--- config.mk ---
export PLATFORM = sky130hd
export DESIGN_NAME = isrc_top
export DESIGN_NICKNAME = d
export VERILOG_FILES = /design/src/logic/isrc_pkg.sv /design/src/logic/isrc_top.sv
export VERILOG_INCLUDE_DIRS = /design/src /design/src/logic
export SDC_FILE = /design/constraint.sdc
export NUM_CORES = 1
export LEC_CHECK = 0
export BUFFER_PORTS_ARGS = -buffer_cell sky130_fd_sc_hd__buf_2
export CAP_MARGIN = 30
export CORE_MARGIN = 4
export CORE_UTILIZATION = 56
export DETAILED_ROUTE_END_ITERATION = 8
export GPL_TIMING_DRIVEN = 0
export PLACE_DENSITY = 0.81
export SLEW_MARGIN = 20
export SYNTH_ARGS = -nofsm -noshare
export SYNTH_HDL_FRONTEND = slang
export SYNTH_SLANG_ARGS = --single-unit
--- constraint.sdc ---
create_clock -name mclk -period 6.7 [get_ports mclk]
set_input_delay 1.005 -clock mclk [delete_from_list [all_inputs] [get_ports mclk]]
set_output_delay 1.005 -clock mclk [all_outputs]
set_load 0.02 [all_outputs]
--- src/logic/isrc_defines.svh ---
// Offsets, field positions and reset values of the interrupt source block
`ifndef ISRC_DEFINES_SVH
`define ISRC_DEFINES_SVH
`define ISRC_OFS_PSC 8'h00
`define ISRC_OFS_TB0 8'h04
`define ISRC_OFS_TB1 8'h08
`define ISRC_OFS_EN 8'h0C
`define ISRC_OFS_FLAG 8'h10
`define ISRC_OFS_SRC 8'h14
`define ISRC_PSC_ON_BIT 2
`define ISRC_TB_RUN_BIT 7
`define ISRC_GIE_BIT 8
`define ISRC_SRC_EN_LSB 8
`define ISRC_PSC_RST 8'h00
`define ISRC_TB_RST 8'h00
`define ISRC_V_LC0 0
`define ISRC_V_LC1 1
`define ISRC_V_GRP0 2
`define ISRC_V_TB0 3
`define ISRC_V_TB1 4
`define ISRC_V_SER 5
`define ISRC_V_GRP1 6
`define ISRC_V_LOW 7
`define ISRC_GRP0_MASK 6'h07
`define ISRC_GRP1_MASK 6'h38
`endif

--- src/logic/isrc_pkg.sv ---
// Types shared by the interrupt source block
package isrc_pkg;
  // Same-clock event pulses from the source peripherals
  typedef struct packed {
    logic conv_done;
    logic eeprom_done;
    logic ptm_req;
    logic stm_req;
    logic [1:0][5:0] uart_evt;
    logic [2:0] serial_evt;
  } isrc_evt_t;

  // Whole state of the block
  typedef struct packed {
    logic [1:0] cmp_s1;
    logic [1:0] cmp_s2;
    logic [1:0] cmp_s3;
    logic [1:0] clk_s1;
    logic [1:0] clk_s2;
    logic [1:0] clk_s3;
    logic lvd_s1;
    logic lvd_s2;
    logic lvd_s3;
    logic [1:0] div4;
    logic [1:0][14:0] tb_cnt;
    logic [7:0] psc;
    logic [1:0][7:0] tbc;
    logic [8:0] en;
    logic [7:0] flags;
    logic [5:0] src_flag;
    logic [5:0] src_en;
    logic irq_req;
    logic [2:0] vec;
    logic wake;
    logic [31:0] rdata;
  } isrc_state_t;
endpackage

--- src/logic/isrc_top.sv ---
// Interrupt request logic with prescaler and two time bases, APB register slave
`timescale 1ns/1ps
`include "isrc_defines.svh"
module isrc_top (
  input wire logic mclk, // System clock, 40 MHz
  input wire logic arst_n, // Asynchronous reset, active low
  input wire logic psel, // APB select
  input wire logic penable, // APB enable
  input wire logic pwrite, // APB direction
  input wire logic [7:0] paddr, // APB byte address
  input wire logic [31:0] pwdata, // APB write data
  output logic [31:0] prdata, // APB read data
  output logic pready, // APB ready
  output logic pslverr, // APB error on unmapped address
  input wire logic [1:0] line_cmp_out, // Comparator outputs, asynchronous
  input wire logic low_supply_detector, // Low supply report, asynchronous
  input wire logic sub_clk, // Subsystem clock, sampled
  input wire logic lxt_clk, // Low-speed crystal clock, sampled
  input wire isrc_pkg::isrc_evt_t evt, // Peripheral event pulses
  input wire logic stack_full, // Core stack is full
  input wire logic irq_ack, // Core takes the presented vector
  input wire logic return_from_irq, // Core executes interrupt return
  output logic irq_req, // Vector call request
  output logic [2:0] irq_vec, // Vector index, lower wins
  output logic wake // Wake pulse on any flag rise
);

  isrc_pkg::isrc_state_t r;
  isrc_pkg::isrc_state_t n;
  logic psc_tick;
  logic [1:0] tb_ovf;
  logic [7:0] hw_set;
  logic [5:0] src_set;
  logic [7:0] req;
  logic wr;
  logic rd_setup;
  logic hit;

  // Overflow mask for a period code: 2^(8+code)-1
  function automatic logic [14:0] tb_mask(input logic [2:0] sel);
    tb_mask = 15'h7FFF >> (3'h7 - sel);
  endfunction

  // Lowest set index wins
  function automatic logic [2:0] prio(input logic [7:0] v);
    prio = 3'h0;
    for (int i = 7; i >= 0; i--) begin
      if (v[i]) begin
        prio = 3'(i);
      end
    end
  endfunction

  // Address decode; every access completes with no wait state
  assign wr = psel && penable && pwrite;
  assign rd_setup = psel && !penable && !pwrite;
  assign hit = (paddr == `ISRC_OFS_PSC) || (paddr == `ISRC_OFS_TB0) || (paddr == `ISRC_OFS_TB1) ||
               (paddr == `ISRC_OFS_EN) || (paddr == `ISRC_OFS_FLAG) || (paddr == `ISRC_OFS_SRC);
  assign pready = 1'b1;
  assign pslverr = psel && penable && !hit;
  assign prdata = r.rdata;
  assign irq_req = r.irq_req;
  assign irq_vec = r.vec;
  assign wake = r.wake;

  // Prescaler tick: one enable pulse per prescaler clock period
  always_comb begin
    psc_tick = 1'b0;
    if (r.psc[`ISRC_PSC_ON_BIT]) begin
      case (r.psc[1:0])
        2'h0: psc_tick = 1'b1;
        2'h1: psc_tick = (r.div4 == 2'h3);
        2'h2: psc_tick = r.clk_s2[0] && !r.clk_s3[0];
        2'h3: psc_tick = r.clk_s2[1] && !r.clk_s3[1];
        default: psc_tick = 1'b0;
      endcase
    end
  end

  // Time base overflow when the low 8+code counter bits are all ones
  always_comb begin
    for (int t = 0; t < 2; t++) begin
      tb_ovf[t] = r.tbc[t][`ISRC_TB_RUN_BIT] && psc_tick &&
                  ((r.tb_cnt[t] & tb_mask(r.tbc[t][2:0])) == tb_mask(r.tbc[t][2:0]));
    end
  end

  // Hardware set sources for the vector flags and group members
  always_comb begin
    src_set = {evt.stm_req, |evt.uart_evt[1], |evt.uart_evt[0], evt.ptm_req, evt.eeprom_done,
               evt.conv_done};
    hw_set = 8'h00;
    hw_set[`ISRC_V_LC0] = r.cmp_s2[0] ^ r.cmp_s3[0];
    hw_set[`ISRC_V_LC1] = r.cmp_s2[1] ^ r.cmp_s3[1];
    hw_set[`ISRC_V_TB0] = tb_ovf[0];
    hw_set[`ISRC_V_TB1] = tb_ovf[1];
    hw_set[`ISRC_V_SER] = |evt.serial_evt;
    hw_set[`ISRC_V_LOW] = r.lvd_s2 && !r.lvd_s3;
  end

  // Next state
  always_comb begin
    n = r;
    // Asynchronous pins pass two flops; the third only feeds edge detection
    n.cmp_s1 = line_cmp_out;
    n.cmp_s2 = r.cmp_s1;
    n.cmp_s3 = r.cmp_s2;
    n.clk_s1 = {lxt_clk, sub_clk};
    n.clk_s2 = r.clk_s1;
    n.clk_s3 = r.clk_s2;
    n.lvd_s1 = low_supply_detector;
    n.lvd_s2 = r.lvd_s1;
    n.lvd_s3 = r.lvd_s2;
    n.div4 = r.div4 + 2'h1;
    // Counters restart from zero while stopped so the first period is whole
    for (int t = 0; t < 2; t++) begin
      if (!r.tbc[t][`ISRC_TB_RUN_BIT]) begin
        n.tb_cnt[t] = 15'h0000;
      end else if (psc_tick) begin
        n.tb_cnt[t] = r.tb_cnt[t] + 15'h0001;
      end
    end
    // Register writes; software may both set and clear flags
    if (wr) begin
      case (paddr)
        `ISRC_OFS_PSC: n.psc = {5'h00, pwdata[2:0]};
        `ISRC_OFS_TB0: n.tbc[0] = {pwdata[7], 4'h0, pwdata[2:0]};
        `ISRC_OFS_TB1: n.tbc[1] = {pwdata[7], 4'h0, pwdata[2:0]};
        `ISRC_OFS_EN: n.en = pwdata[8:0];
        `ISRC_OFS_FLAG: n.flags = pwdata[7:0];
        `ISRC_OFS_SRC: begin
          n.src_flag = pwdata[5:0];
          n.src_en = pwdata[13:8];
        end
        default: n.en = r.en;
      endcase
    end
    // Service clears only the presented vector flag, never a group member
    if (irq_ack && r.irq_req) begin
      n.flags[r.vec] = 1'b0;
      n.en[`ISRC_GIE_BIT] = 1'b0;
    end
    if (return_from_irq) begin
      n.en[`ISRC_GIE_BIT] = 1'b1;
    end
    // Hardware sets win over any clear in the same cycle; flags otherwise hold
    n.src_flag = n.src_flag | src_set;
    n.flags = n.flags | hw_set;
    if (|(src_set & ~r.src_flag & `ISRC_GRP0_MASK)) begin
      n.flags[`ISRC_V_GRP0] = 1'b1;
    end
    if (|(src_set & ~r.src_flag & `ISRC_GRP1_MASK)) begin
      n.flags[`ISRC_V_GRP1] = 1'b1;
    end
    // Request built from next state so the vector never lags the flags
    req = n.flags & n.en[7:0];
    req[`ISRC_V_GRP0] = req[`ISRC_V_GRP0] && |(n.src_flag & n.src_en & `ISRC_GRP0_MASK);
    req[`ISRC_V_GRP1] = req[`ISRC_V_GRP1] && |(n.src_flag & n.src_en & `ISRC_GRP1_MASK);
    n.irq_req = (|req) && n.en[`ISRC_GIE_BIT] && !stack_full;
    n.vec = prio(req);
    n.wake = |(n.flags & ~r.flags);
    // Read data latched in the setup phase, ready for the access phase
    if (rd_setup) begin
      case (paddr)
        `ISRC_OFS_PSC: n.rdata = {24'h000000, r.psc};
        `ISRC_OFS_TB0: n.rdata = {24'h000000, r.tbc[0]};
        `ISRC_OFS_TB1: n.rdata = {24'h000000, r.tbc[1]};
        `ISRC_OFS_EN: n.rdata = {23'h000000, r.en};
        `ISRC_OFS_FLAG: n.rdata = {24'h000000, r.flags};
        `ISRC_OFS_SRC: n.rdata = {18'h00000, r.src_en, 2'h0, r.src_flag};
        default: n.rdata = 32'h00000000;
      endcase
    end
  end

  // State register
  always_ff @(posedge mclk or negedge arst_n) begin
    if (!arst_n) begin
      r <= '0;
      r.psc <= `ISRC_PSC_RST;
      r.tbc[0] <= `ISRC_TB_RST;
      r.tbc[1] <= `ISRC_TB_RST;
    end else begin
      r <= n;
    end
  end
endmodule

==> results.json, run 1 <==
{
  "dieArea_um2": 11100,
  "layout_min_cycle_time_ns": 3.79,
  "ios": 111,
  "grt_overflow": 0,
  "ctsHoldBuffers": 0,
  "rsz0062_at_grt": "false",
  "grt_pass1_vias": 4066,
  "ys_async_sr_fraction": 1.00,
  "first_pass_iters": 5,
  "syn_inst": 515,
  "grt_pass1_wl_um": 19600,
  "fin_crit_sh": 0.566,
  "grt_max_degree": 80,
  "hpwl_um": 9100,
  "nets": 691,
  "wl_per_cell_um": 16.0,
  "numCtsBuffers": 9,
  "io_buffer_count": 72,
  "fill_cells": 724,
  "path_clk_slew_ns": 0.09,
  "finalHoldViolCount": 0,
  "synth_xor_area_frac": 0.0461,
  "synthDistinctLibCells": 63,
  "cts_setup_buffers": 0,
  "synthesis.area_um2": 5320,
  "max_clock_freq_mhz": 264,
  "arrival_ns": 2.79,
  "cts_resized": 0,
  "holdPathStages": 0,
  "worstPathRequired_ns": 5.69,
  "via_per_inst": 5.51,
  "cp_max_fo": 9,
  "drc": 0,
  "synthMuxAreaShare": 0.0710,
  "p_per_area_nw_per_um2": 189,
  "grtUsageTotal": 0.222,
  "fp-row-count": 35,
  "leakage_uw": 0.00292,
  "crit_type": "input pin to primary output",
  "yosysSeqAreaShare": 0.499,
  "whs_ns": 0.354,
  "syn_to_final_growth_pct": 15.4,
  "drtIter0Drc": 289,
  "start_util": 0.576,
  "hold_start": "n[134]$_DFF_PN0_",
  "grt_antenna_before_repair": 1,
  "dp.cells": 734,
  "synth_simple_gate_area_share": 0.190,
  "layout-drive-gt1-share": 0.258,
  "synth_warnings": 0,
  "insertion_delay_ns": 0.38,
  "setup_tns_ns": 0,
  "synth_top_family_by_area": "simple AND/OR/NAND/NOR gates",
  "r2r_cells": 6,
  "peakVddDrop_uv": 112,
  "worstMarginPinSlew_ns": 0.820,
  "cts_tree": "yes",
  "root_buffer": "clkbuf_8",
  "gp_congestion": 0.909,
  "routed_wl_um": 12000,
  "reg2reg_from": "r[82]$_DFFE_PN0P_",
  "drv_slew": 0,
  "synth_compound_area_frac": 0.105,
  "fin_skew_ns": 0.0140,
  "postLayoutCoreUtil": 0.664,
  "status": "finished clean",
  "setup_viol": 0,
  "endpoint_kind": "primary output",
  "htree_levels": 3,
  "slew_headroom": 0.452,
  "routed-via-count": 4139,
  "crit_start": "paddr[5]",
  "die_y_um": 105,
  "core_um2": 9240,
  "synth_edf_count": 0,
  "worstHoldPathType": "register to register",
  "synth_adder_area_share": 0.00706,
  "stdcell_count": 751,
  "cts_num_sinks": 106,
  "cts.path.max_buffers": 2,
  "drtAntennaViolNets": 0,
  "startpoint_type": "input pin",
  "avgSynthCellArea_um2": 10.3,
  "die_x_um": 105,
  "synth_seq_cells": 106,
  "p_total_uw": 1160,
  "synth-main-ff-cell": "dfrtp_1",
  "maxCapViolations": 0
}
==> critical path, stage by stage <==
cell and delay, ns:
buf_2 0.11, or4b_1 0.50, buf_2 0.19, nor2_1 0.51, or3_1 0.26, nor2_1 0.05
buf_2 0.15
==> kinds of logic (layout without fill, tap and decap cells) <==
group                      after synthesis  in the layout
AOI/OAI and AO/OA                       79             79
xor gates and xnor gates                28             28
adders and majority gates                3              3
buffers and inverters                   76            165
DFF                                    106            106
muxes                                   35             35
other                                    2             20
and+or+nand+nor                        186            186
==> stage by stage <==
| stage | instance area (µm²) | setup WS (ns) |
|---|---|---|
| after global routing | 6140 | 2.78 |
| after global placement | 5910 | 2.92 |
| final | 6140 | 2.91 |
| after CTS | 6130 | 2.94 |
| after floorplan | 5380 | 3.35 |
| after detailed placement | 5940 | 2.89 |
==> layer usage <==
| metal | vias up | track usage | wire, µm |
|---|---|---|---|
| met4 | 0 | 0.0993 | 304 |
| met3 | 26 | 0.0306 | 689 |
| li1 | 1966 | - | - |
| met5 | - | 0 | 0 |
| met2 | 158 | 0.357 | 5700 |
| met1 | 1989 | 0.300 | 5340 |
==> path summary, 6_finish.rpt <==
check / endpoint / slack (ns)
worst min register to register: n[132]$_DFF_PN0_ / 0.35
worst max-delay path: pslverr / 2.91
min in group asynchronous: r[95]$_DFFE_PN0P_ / 0.48
worst max register to register: irq_req$_DFF_PN0_ / 4.03
max in group asynchronous: prdata[3]$_DFFE_PN0P_ / 5.57
worst min-delay path: n[132]$_DFF_PN0_ / 0.35
==> power breakdown <==
part | total [µW] | leakage (µW) | internal, µW | switching, µW
Sequential | 660 | 0.00136 | 652 | 8.17
Clock | 399 | 0.0000941 | 176 | 223
Combinational | 104 | 0.00147 | 41.7 | 62.2
==> placed cells by master (no fill, tap or decap), types with 8 or more instances in the layout <==
cell	n
and2_1	16
o21ai_0	12
conb_1	19
xor2_1	13
nand3_1	18
buf_4	37
nand2_1	44
a22oi_1	9
inv_1	28
mux2i_1	13
a31oi_1	8
clkbuf_8	9
buf_2	74
nor4_1	9
nand4_1	11
nand2b_1	8
mux2_2	20
a21oi_1	11
nor2_1	36
dfrtp_1	106
xnor2_1	15
clkbuf_1	10
==> final cells by class <==
| type | count | area, µm² | share of cell area |
|---|---|---|---|
| diodes | 1 | 2.50 | 0.000408 |
| plain buffers | 48 | 323 | 0.0526 |
| clock buffers | 11 | 131 | 0.0214 |
| clock inverters | 5 | 63.8 | 0.0104 |
| inverters | 28 | 105 | 0.0171 |
| multi-input cells | 350 | 2300 | 0.375 |
| flip-flops and latches | 106 | 2650 | 0.432 |
| well taps | 129 | 161 | 0.0263 |
| repair buffers | 73 | 394 | 0.0642 |
==> cells in the mapped netlist (2+ instances only) <==
cell type | number | area [µm²]
nand4_1 | 11 | 68.8
a221oi_1 | 2 | 17.5
dfrtp_1 | 106 | 2650
o311a_1 | 2 | 20.0
nor3_4 | 2 | 32.5
and2_1 | 16 | 100
o21ai_0 | 12 | 60.1
o21ai_1 | 6 | 30.0
o221ai_1 | 2 | 17.5
mux2i_1 | 13 | 130
and3_1 | 7 | 43.8
inv_1 | 28 | 105
buf_4 | 37 | 278
nand3_1 | 18 | 90.1
o21a_1 | 2 | 15.0
nor3_1 | 7 | 35.0
buf_2 | 3 | 15.0
conb_1 | 2 | 7.51
a31oi_1 | 8 | 50.1
o211ai_1 | 2 | 15.0
mux2_1 | 2 | 22.5
nand2b_1 | 8 | 50.1
nor2b_1 | 3 | 18.8
mux2_2 | 20 | 225
nand3b_1 | 2 | 15.0
nand2_1 | 44 | 165
a222oi_1 | 5 | 50.1
clkbuf_1 | 8 | 30.0
xnor2_1 | 15 | 131
ha_1 | 3 | 37.5
nor2_1 | 36 | 135
a211o_1 | 2 | 17.5
a22oi_1 | 9 | 67.6
or4_1 | 6 | 45.0
or3_1 | 4 | 25.0
xor2_1 | 13 | 114
o22ai_1 | 2 | 12.5
a21oi_1 | 11 | 55.1
nor4_1 | 9 | 56.3
or2_2 | 4 | 25.0
==> flip-flops by register name, summed over array words and instances (netlist names) <==
| signal | flops |
|---|---|
| r | 77 |
| n | 10 |
| irq_req | 1 |
| prdata | 14 |
| wake | 1 |
| irq_vec | 3 |
Note: power is estimated with default switching activity, not from simulation.
==> inputs of run 2 (changes only) <==
--- a/config.mk
+++ b/config.mk
@@ -9,10 +9,10 @@
 export BUFFER_PORTS_ARGS = -buffer_cell sky130_fd_sc_hd__buf_2
 export CAP_MARGIN = 30
 export CORE_MARGIN = 4
-export CORE_UTILIZATION = 56
+export CORE_UTILIZATION = 50
 export DETAILED_ROUTE_END_ITERATION = 8
 export GPL_TIMING_DRIVEN = 0
-export PLACE_DENSITY = 0.81
+export PLACE_DENSITY = 0.77
 export SLEW_MARGIN = 20
 export SYNTH_ARGS = -nofsm -noshare
 export SYNTH_HDL_FRONTEND = slang
==> constraint.sdc (replaced) <==
create_clock -name mclk -period 3.4 [get_ports mclk]
set_input_delay 0.51 -clock mclk [delete_from_list [all_inputs] [get_ports mclk]]
set_output_delay 0.51 -clock mclk [all_outputs]
set_load 0.02 [all_outputs]
==> run 2 against run 1 <==
  * Clock power rose by 85%
  * Hold slack got worse by 0.35 ns
  * Sequential power up 97%
  * First-iteration DRC count is 19% lower
  * Critical path depth increased by 2
  * Largest cell class unchanged
==> results.json, run 2 (synthesis results as in run 1) <==
{
  "ctsHoldBuffers": 0,
  "grt_pass1_vias": 4195,
  "layout_min_cycle_time_ns": 2.89,
  "htree_levels": 3,
  "start_util": 0.515,
  "r2r_end": "irq_req$_DFF_PN0_",
  "p_total_uw": 2240,
  "fin_skew_ns": 0.0129,
  "worstPathRequired_ns": 3.67,
  "die_y_um": 111,
  "drc": 0,
  "nets": 691,
  "endpoint_kind": "register",
  "crit_type": "input pin to register",
  "cts_tree": "yes",
  "dp.cells": 741,
  "via_per_inst": 5.42,
  "first_pass_iters": 6,
  "critPathMostFrequentCell": "buf_2",
  "crit_path_cell_trace": "buf_2 > or4b_1 > buf_2 > nor3_4 > mux2_1 > a222oi_1 > nor3_1 > nor3b_2 > and3b_1",
  "rsz0062_at_grt": "false",
  "root_buffer": "clkbuf_8",
  "reg2reg_from": "r[82]$_DFFE_PN0P_",
  "finalHoldViolCount": 0,
  "die_x_um": 111,
  "fin_crit_sh": 0.849,
  "worstMarginPinSlew_ns": 0.757,
  "core_um2": 10300,
  "gp_congestion": 0.875,
  "grtUsageTotal": 0.200,
  "numCtsBuffers": 9,
  "cts.path.max_buffers": 2,
  "p_per_area_nw_per_um2": 366,
  "grt_max_degree": 72,
  "cts_setup_buffers": 0,
  "setup_tns_ns": 0,
  "hpwl_um": 9190,
  "wl_per_cell_um": 15.7,
  "status": "finished clean",
  "cts_resized": 0,
  "grt_overflow": 0,
  "layout_commonest_cell": "dfrtp_1",
  "routed-via-count": 4102,
  "slew_headroom": 0.491,
  "fill_cells": 893,
  "cts_num_sinks": 106,
  "r2r_cells": 6,
  "stdcell_count": 757,
  "leakage_uw": 0.00292,
  "cp_max_fo": 8,
  "slowest_stage": "or4b_1",
  "arrival_ns": 3.16,
  "drtIter0Drc": 234,
  "syn_to_final_growth_pct": 15.3,
  "io_buffer_count": 72,
  "largest_reg_flops": 77,
  "layout-drive-gt1-share": 0.261,
  "grt_antenna_before_repair": 0,
  "drtAntennaViolNets": 0,
  "insertion_delay_ns": 0.38,
  "path_clk_slew_ns": 0.11,
  "drv_slew": 0,
  "routed_wl_um": 11900,
  "critPathMaxStageDelay_ns": 0.54,
  "setup_viol": 0,
  "ios": 111,
  "diodes": 0,
  "max_clock_freq_mhz": 347,
  "top_register": "r",
  "final_cell_mix": "dfrtp_1 (106), buf_2 (74), nand2_1 (44)",
  "peakVddDrop_uv": 164,
  "worstHoldPathType": "input pin to asynchronous set/reset pin",
  "fp-row-count": 37,
  "maxCapViolations": 0,
  "grt_pass1_wl_um": 20200,
  "startpoint_type": "input pin",
  "dieArea_um2": 12400,
  "r2r_slack_ns": 0.75
}
-- run 2: cell count changes in the layout (fill, tap and decap cells not counted) --
cell / before / now
bufinv_16: 1 / 0
clkbuf_1: 10 / 8
clkinvlp_4: 1 / 2
clkbuf_8: 9 / 10
diode_2: 1 / 0
inv_6: 1 / 2
-- run 2: worst max-delay path: cells and delay by family --
kind	cells	cell delay, ns
muxes	1	0.40
AOI/OAI and AO/OA	1	0.49
and+or+nand+nor	5	1.44
buffers and inverters	2	0.30
-- run 2: metal layers --
metal,part of all wire,up-vias,track usage
met3,0.060,19,0.0349
met1,0.43,1994,0.255
met4,0.023,0,0.0843
li1,-,1962,-
met5,0,-,0
met2,0.49,127,0.338
-- run 2: worst max-delay path by stage --
stage	start	endpoint	slack [ns]	cells past startpoint
floorplan	paddr[2]	irq_vec[2]$_DFF_PN0_	0.62	8
global placement	paddr[5]	irq_vec[2]$_DFF_PN0_	0.10	9
global route	paddr[5]	irq_vec[2]$_DFF_PN0_	0.34	9
CTS	paddr[5]	irq_vec[2]$_DFF_PN0_	0.50	9
detailed placement	paddr[5]	irq_vec[2]$_DFF_PN0_	0.08	9
finish	paddr[5]	irq_vec[2]$_DFF_PN0_	0.51	9
-- run 2: power by group --
group	total, µW	switching, µW	internal (µW)
Sequential	1300	15.5	1280
Combinational	204	122	82.2
Clock	739	445	294
-- run 2: through the flow --
stage	utilization	setup slack [ns]	hold slack, ns	instance area (µm²)
6_report	0.594	0.514	0.00367	6140
5_1_grt	0.594	0.338	0.0258	6140
4_1_cts	0.594	0.500	0.00848	6140
3_5_place_dp	0.576	0.0827	0.335	5950
3_3_place_gp	0.573	0.101	0.332	5910
2_1_floorplan	-	0.621	0.214	5380
-- run 2: layout make-up --
class / instances / area (µm²) / share of cell area
Tap cell: 136 / 170 / 0.0277
Clock buffer: 10 / 138 / 0.0224
Multi-Input combinational cell: 350 / 2300 / 0.375
Clock inverter: 6 / 50.0 / 0.00816
Inverter: 28 / 105 / 0.0171
Sequential cell: 106 / 2650 / 0.432
Timing Repair Buffer: 73 / 394 / 0.0642
Buffer: 48 / 323 / 0.0526
==> inputs of run 3 (changes only) <==
--- a/config.mk
+++ b/config.mk
@@ -6,13 +6,14 @@
 export SDC_FILE = /design/constraint.sdc
 export NUM_CORES = 1
 export LEC_CHECK = 0
+export ABC_AREA = 1
 export BUFFER_PORTS_ARGS = -buffer_cell sky130_fd_sc_hd__buf_2
 export CAP_MARGIN = 30
 export CORE_MARGIN = 4
-export CORE_UTILIZATION = 50
+export CORE_UTILIZATION = 55
 export DETAILED_ROUTE_END_ITERATION = 8
 export GPL_TIMING_DRIVEN = 0
-export PLACE_DENSITY = 0.77
+export PLACE_DENSITY = 0.8
 export SLEW_MARGIN = 20
 export SYNTH_ARGS = -nofsm -noshare
 export SYNTH_HDL_FRONTEND = slang
==> constraint.sdc (replaced) <==
create_clock -name mclk -period 2.7 [get_ports mclk]
set_input_delay 0.405 -clock mclk [delete_from_list [all_inputs] [get_ports mclk]]
set_output_delay 0.405 -clock mclk [all_outputs]
set_load 0.02 [all_outputs]
==> run 3 against run 2 <==
  * The flow now finishes with violations (hold timing)
  * Synthesized cell count rose by 25%
  * Routed wire length increased by 6.3%
  * Sequential cell count stayed put
  * Via count rose by 13%
  * Clock skew grew 0.0037 ns
  * Final area grew 2.9%
  * First-iteration DRC count is 3.0% higher
  * Die area down 5.8%
  * Register-to-register slack got worse by 0.11 ns
  * Critical path depth is 1 lower
  * Count of clock-buffer cells in the layout increased by 2
  * Global-route usage up 2.6 points
  * Critical path type is now input pin to primary output
  * Largest cell class unchanged
==> results.json, run 3 <==
{
  "grt_overflow": 0,
  "fin_skew_ns": 0.0166,
  "numCtsBuffers": 9,
  "ios": 111,
  "dieArea_um2": 11600,
  "violations": "hold timing",
  "avgSynthCellArea_um2": 8.50,
  "syn_inst": 646,
  "grt_max_degree": 59,
  "die_y_um": 108,
  "first_pass_iters": 5,
  "final_cell_mix": "nand2_1 (136), dfrtp_1 (106), inv_1 (86)",
  "whs_ns": -0.00921,
  "cts.path.max_buffers": 2,
  "grt_pass1_vias": 4571,
  "max_clock_freq_mhz": 458,
  "dp.cells": 870,
  "worstPathRequired_ns": 2.30,
  "yosysTopAreaCellShare": 0.483,
  "leakage_uw": 0.00322,
  "worstMarginPinSlew_ns": 0.548,
  "status": "finished with violations",
  "r2r_cells": 11,
  "finalHoldViolCount": 6,
  "insertion_delay_ns": 0.36,
  "cts_num_sinks": 106,
  "synthDistinctLibCells": 48,
  "cts_setup_buffers": 0,
  "layout_commonest_cell": "nand2_1",
  "diodes": 0,
  "routed-via-count": 4652,
  "via_per_inst": 5.25,
  "grt_antenna_before_repair": 0,
  "routed_wl_um": 12600,
  "grt_use_met1": 0.313,
  "drc": 0,
  "synthesis.area_um2": 5490,
  "syn_to_final_growth_pct": 15.0,
  "top_register": "r",
  "worstHoldPathType": "input pin to asynchronous set/reset pin",
  "drv_slew": 0,
  "drtIter0Drc": 241,
  "core_um2": 9730,
  "layout-drive-gt1-share": 0.242,
  "gr-usage-met3": 0.0348,
  "ctsHoldBuffers": 0,
  "crit_type": "input pin to primary output",
  "p_per_area_nw_per_um2": 533,
  "rsz0062_at_grt": "false",
  "largest_reg_flops": 77,
  "stdcell_count": 886,
  "fill_cells": 863,
  "synth_warnings": 0,
  "synth_edf_count": 0,
  "htree_levels": 3,
  "ys_top_cells_by_area": "dfrtp_1 (48%), nand2_1 (9.3%), inv_1 (5.9%)",
  "setup_viol": 0,
  "nets": 823,
  "drtAntennaViolNets": 0,
  "path_clk_slew_ns": 0.10,
  "grt_pass1_wl_um": 21100,
  "startpoint_type": "input pin",
  "fin_ws_ns": 0.515,
  "fp-row-count": 36,
  "setup_tns_ns": 0,
  "ys_async_sr_fraction": 1.00,
  "yosysSeqAreaShare": 0.483,
  "die_x_um": 108,
  "synth_seq_cells": 106,
  "cp_max_fo": 10,
  "gp_congestion": 0.854,
  "slew_headroom": 0.635,
  "met2_usage": 0.364,
  "endpoint_kind": "primary output",
  "postLayoutCoreUtil": 0.649,
  "layout_min_cycle_time_ns": 2.18,
  "synth_top_cells_by_count": "nand2_1 (136), dfrtp_1 (106), inv_1 (86)",
  "finish.instance_area_um2": 6310,
  "grtUsageTotal": 0.226,
  "maxCapViolations": 0,
  "fin_crit_sh": 0.809,
  "yosysMostFrequentCell": "nand2_1",
  "dpl_cell_area_um2": 6120,
  "hpwl_um": 9730,
  "top_usage_layer": "met2",
  "cts_resized": 0,
  "arrival_ns": 1.78,
  "synth-main-ff-cell": "dfrtp_1",
  "start_util": 0.564,
  "synth_top_area_cell": "dfrtp_1",
  "io_buffer_count": 73,
  "place_worst_setup_slack_ns": 0.547,
  "root_buffer": "clkbuf_8",
  "wl_per_cell_um": 14.3,
  "peakVddDrop_uv": 381,
  "cts_tree": "yes"
}
## run 3: cell count changes after synthesis, sizes merged, moves of 16 or more
| cell | previous run | this run |
|---|---|---|
| nand2 | 44 | 151 |
| inv | 28 | 92 |
| o21ai | 18 | 63 |
| mux2 | 22 | 0 |
| a21oi | 11 | 32 |
| and2 | 16 | 0 |
## run 3: layer usage
layer,share of wire,wire [µm]
met3,0.057,720
met4,0.019,238
met2,0.48,6040
met5,0,0
met1,0.45,5650
## run 3: final cells by class
type                    count  area (µm²)  area share
flip-flops and latches    106        2650       0.420
multi-input cells         420        2230       0.353
repair buffers             74         399      0.0632
inverters                  95         364      0.0577
plain buffers              42         308      0.0487
well taps                 133         166      0.0264
clock buffers              12         145      0.0230
clock inverters             4        51.3     0.00812
## run 3: where the power goes
group          internal, µW  total, µW  switching [µW]  leakage [µW]
Clock                   456        989             532     0.0000966
Combinational           241        631             390       0.00180
Sequential             1680       1750            67.6       0.00132
## run 3: per-stage QoR
stage               hold slack (ns)  total power (µW)
global route                 0.0188              3520
global placement              0.333              2380
finish                     -0.00921              3370
CTS                          0.0163              3370
detailed placement            0.336              2400
floorplan                     0.109              2180
## run 3: critical path, cell delays in order
cell and delay [ns]:
buf_2 0.12, inv_1 0.04, nand2_1 0.15, nor2_8 0.07, nand2_4 0.15, inv_1 0.14, a2111oi_0 0.42, buf_2 0.27
## run 3: worst paths after layout
kind	from	to	slack, ns
min	arst_n	prdata[13]$_DFFE_PN0P_	-0.009
max in group asynchronous	arst_n	r[74]$_DFFE_PN0P_	2.07
max reg2reg	r[82]$_DFFE_PN0P_	r[118]$_DFFE_PN0P_	0.64
min reg2reg	n[128]$_DFF_PN0_	n[126]$_DFF_PN0_	0.35
max	paddr[6]	pslverr	0.52
min in group mclk	line_cmp_out[1]	n[134]$_DFF_PN0_	0.14
## run 3: cell families after synthesis
family,count (synthesis),synth area share
AND/OR/NAND/NOR,267,0.245
buffers and inverters,137,0.122
AO/OA/AOI/OAI,129,0.138
flip-flops,106,0.483
adder cells (fa/ha/maj),3,0.00684
XOR/XNOR,2,0.00319
other,2,0.00137
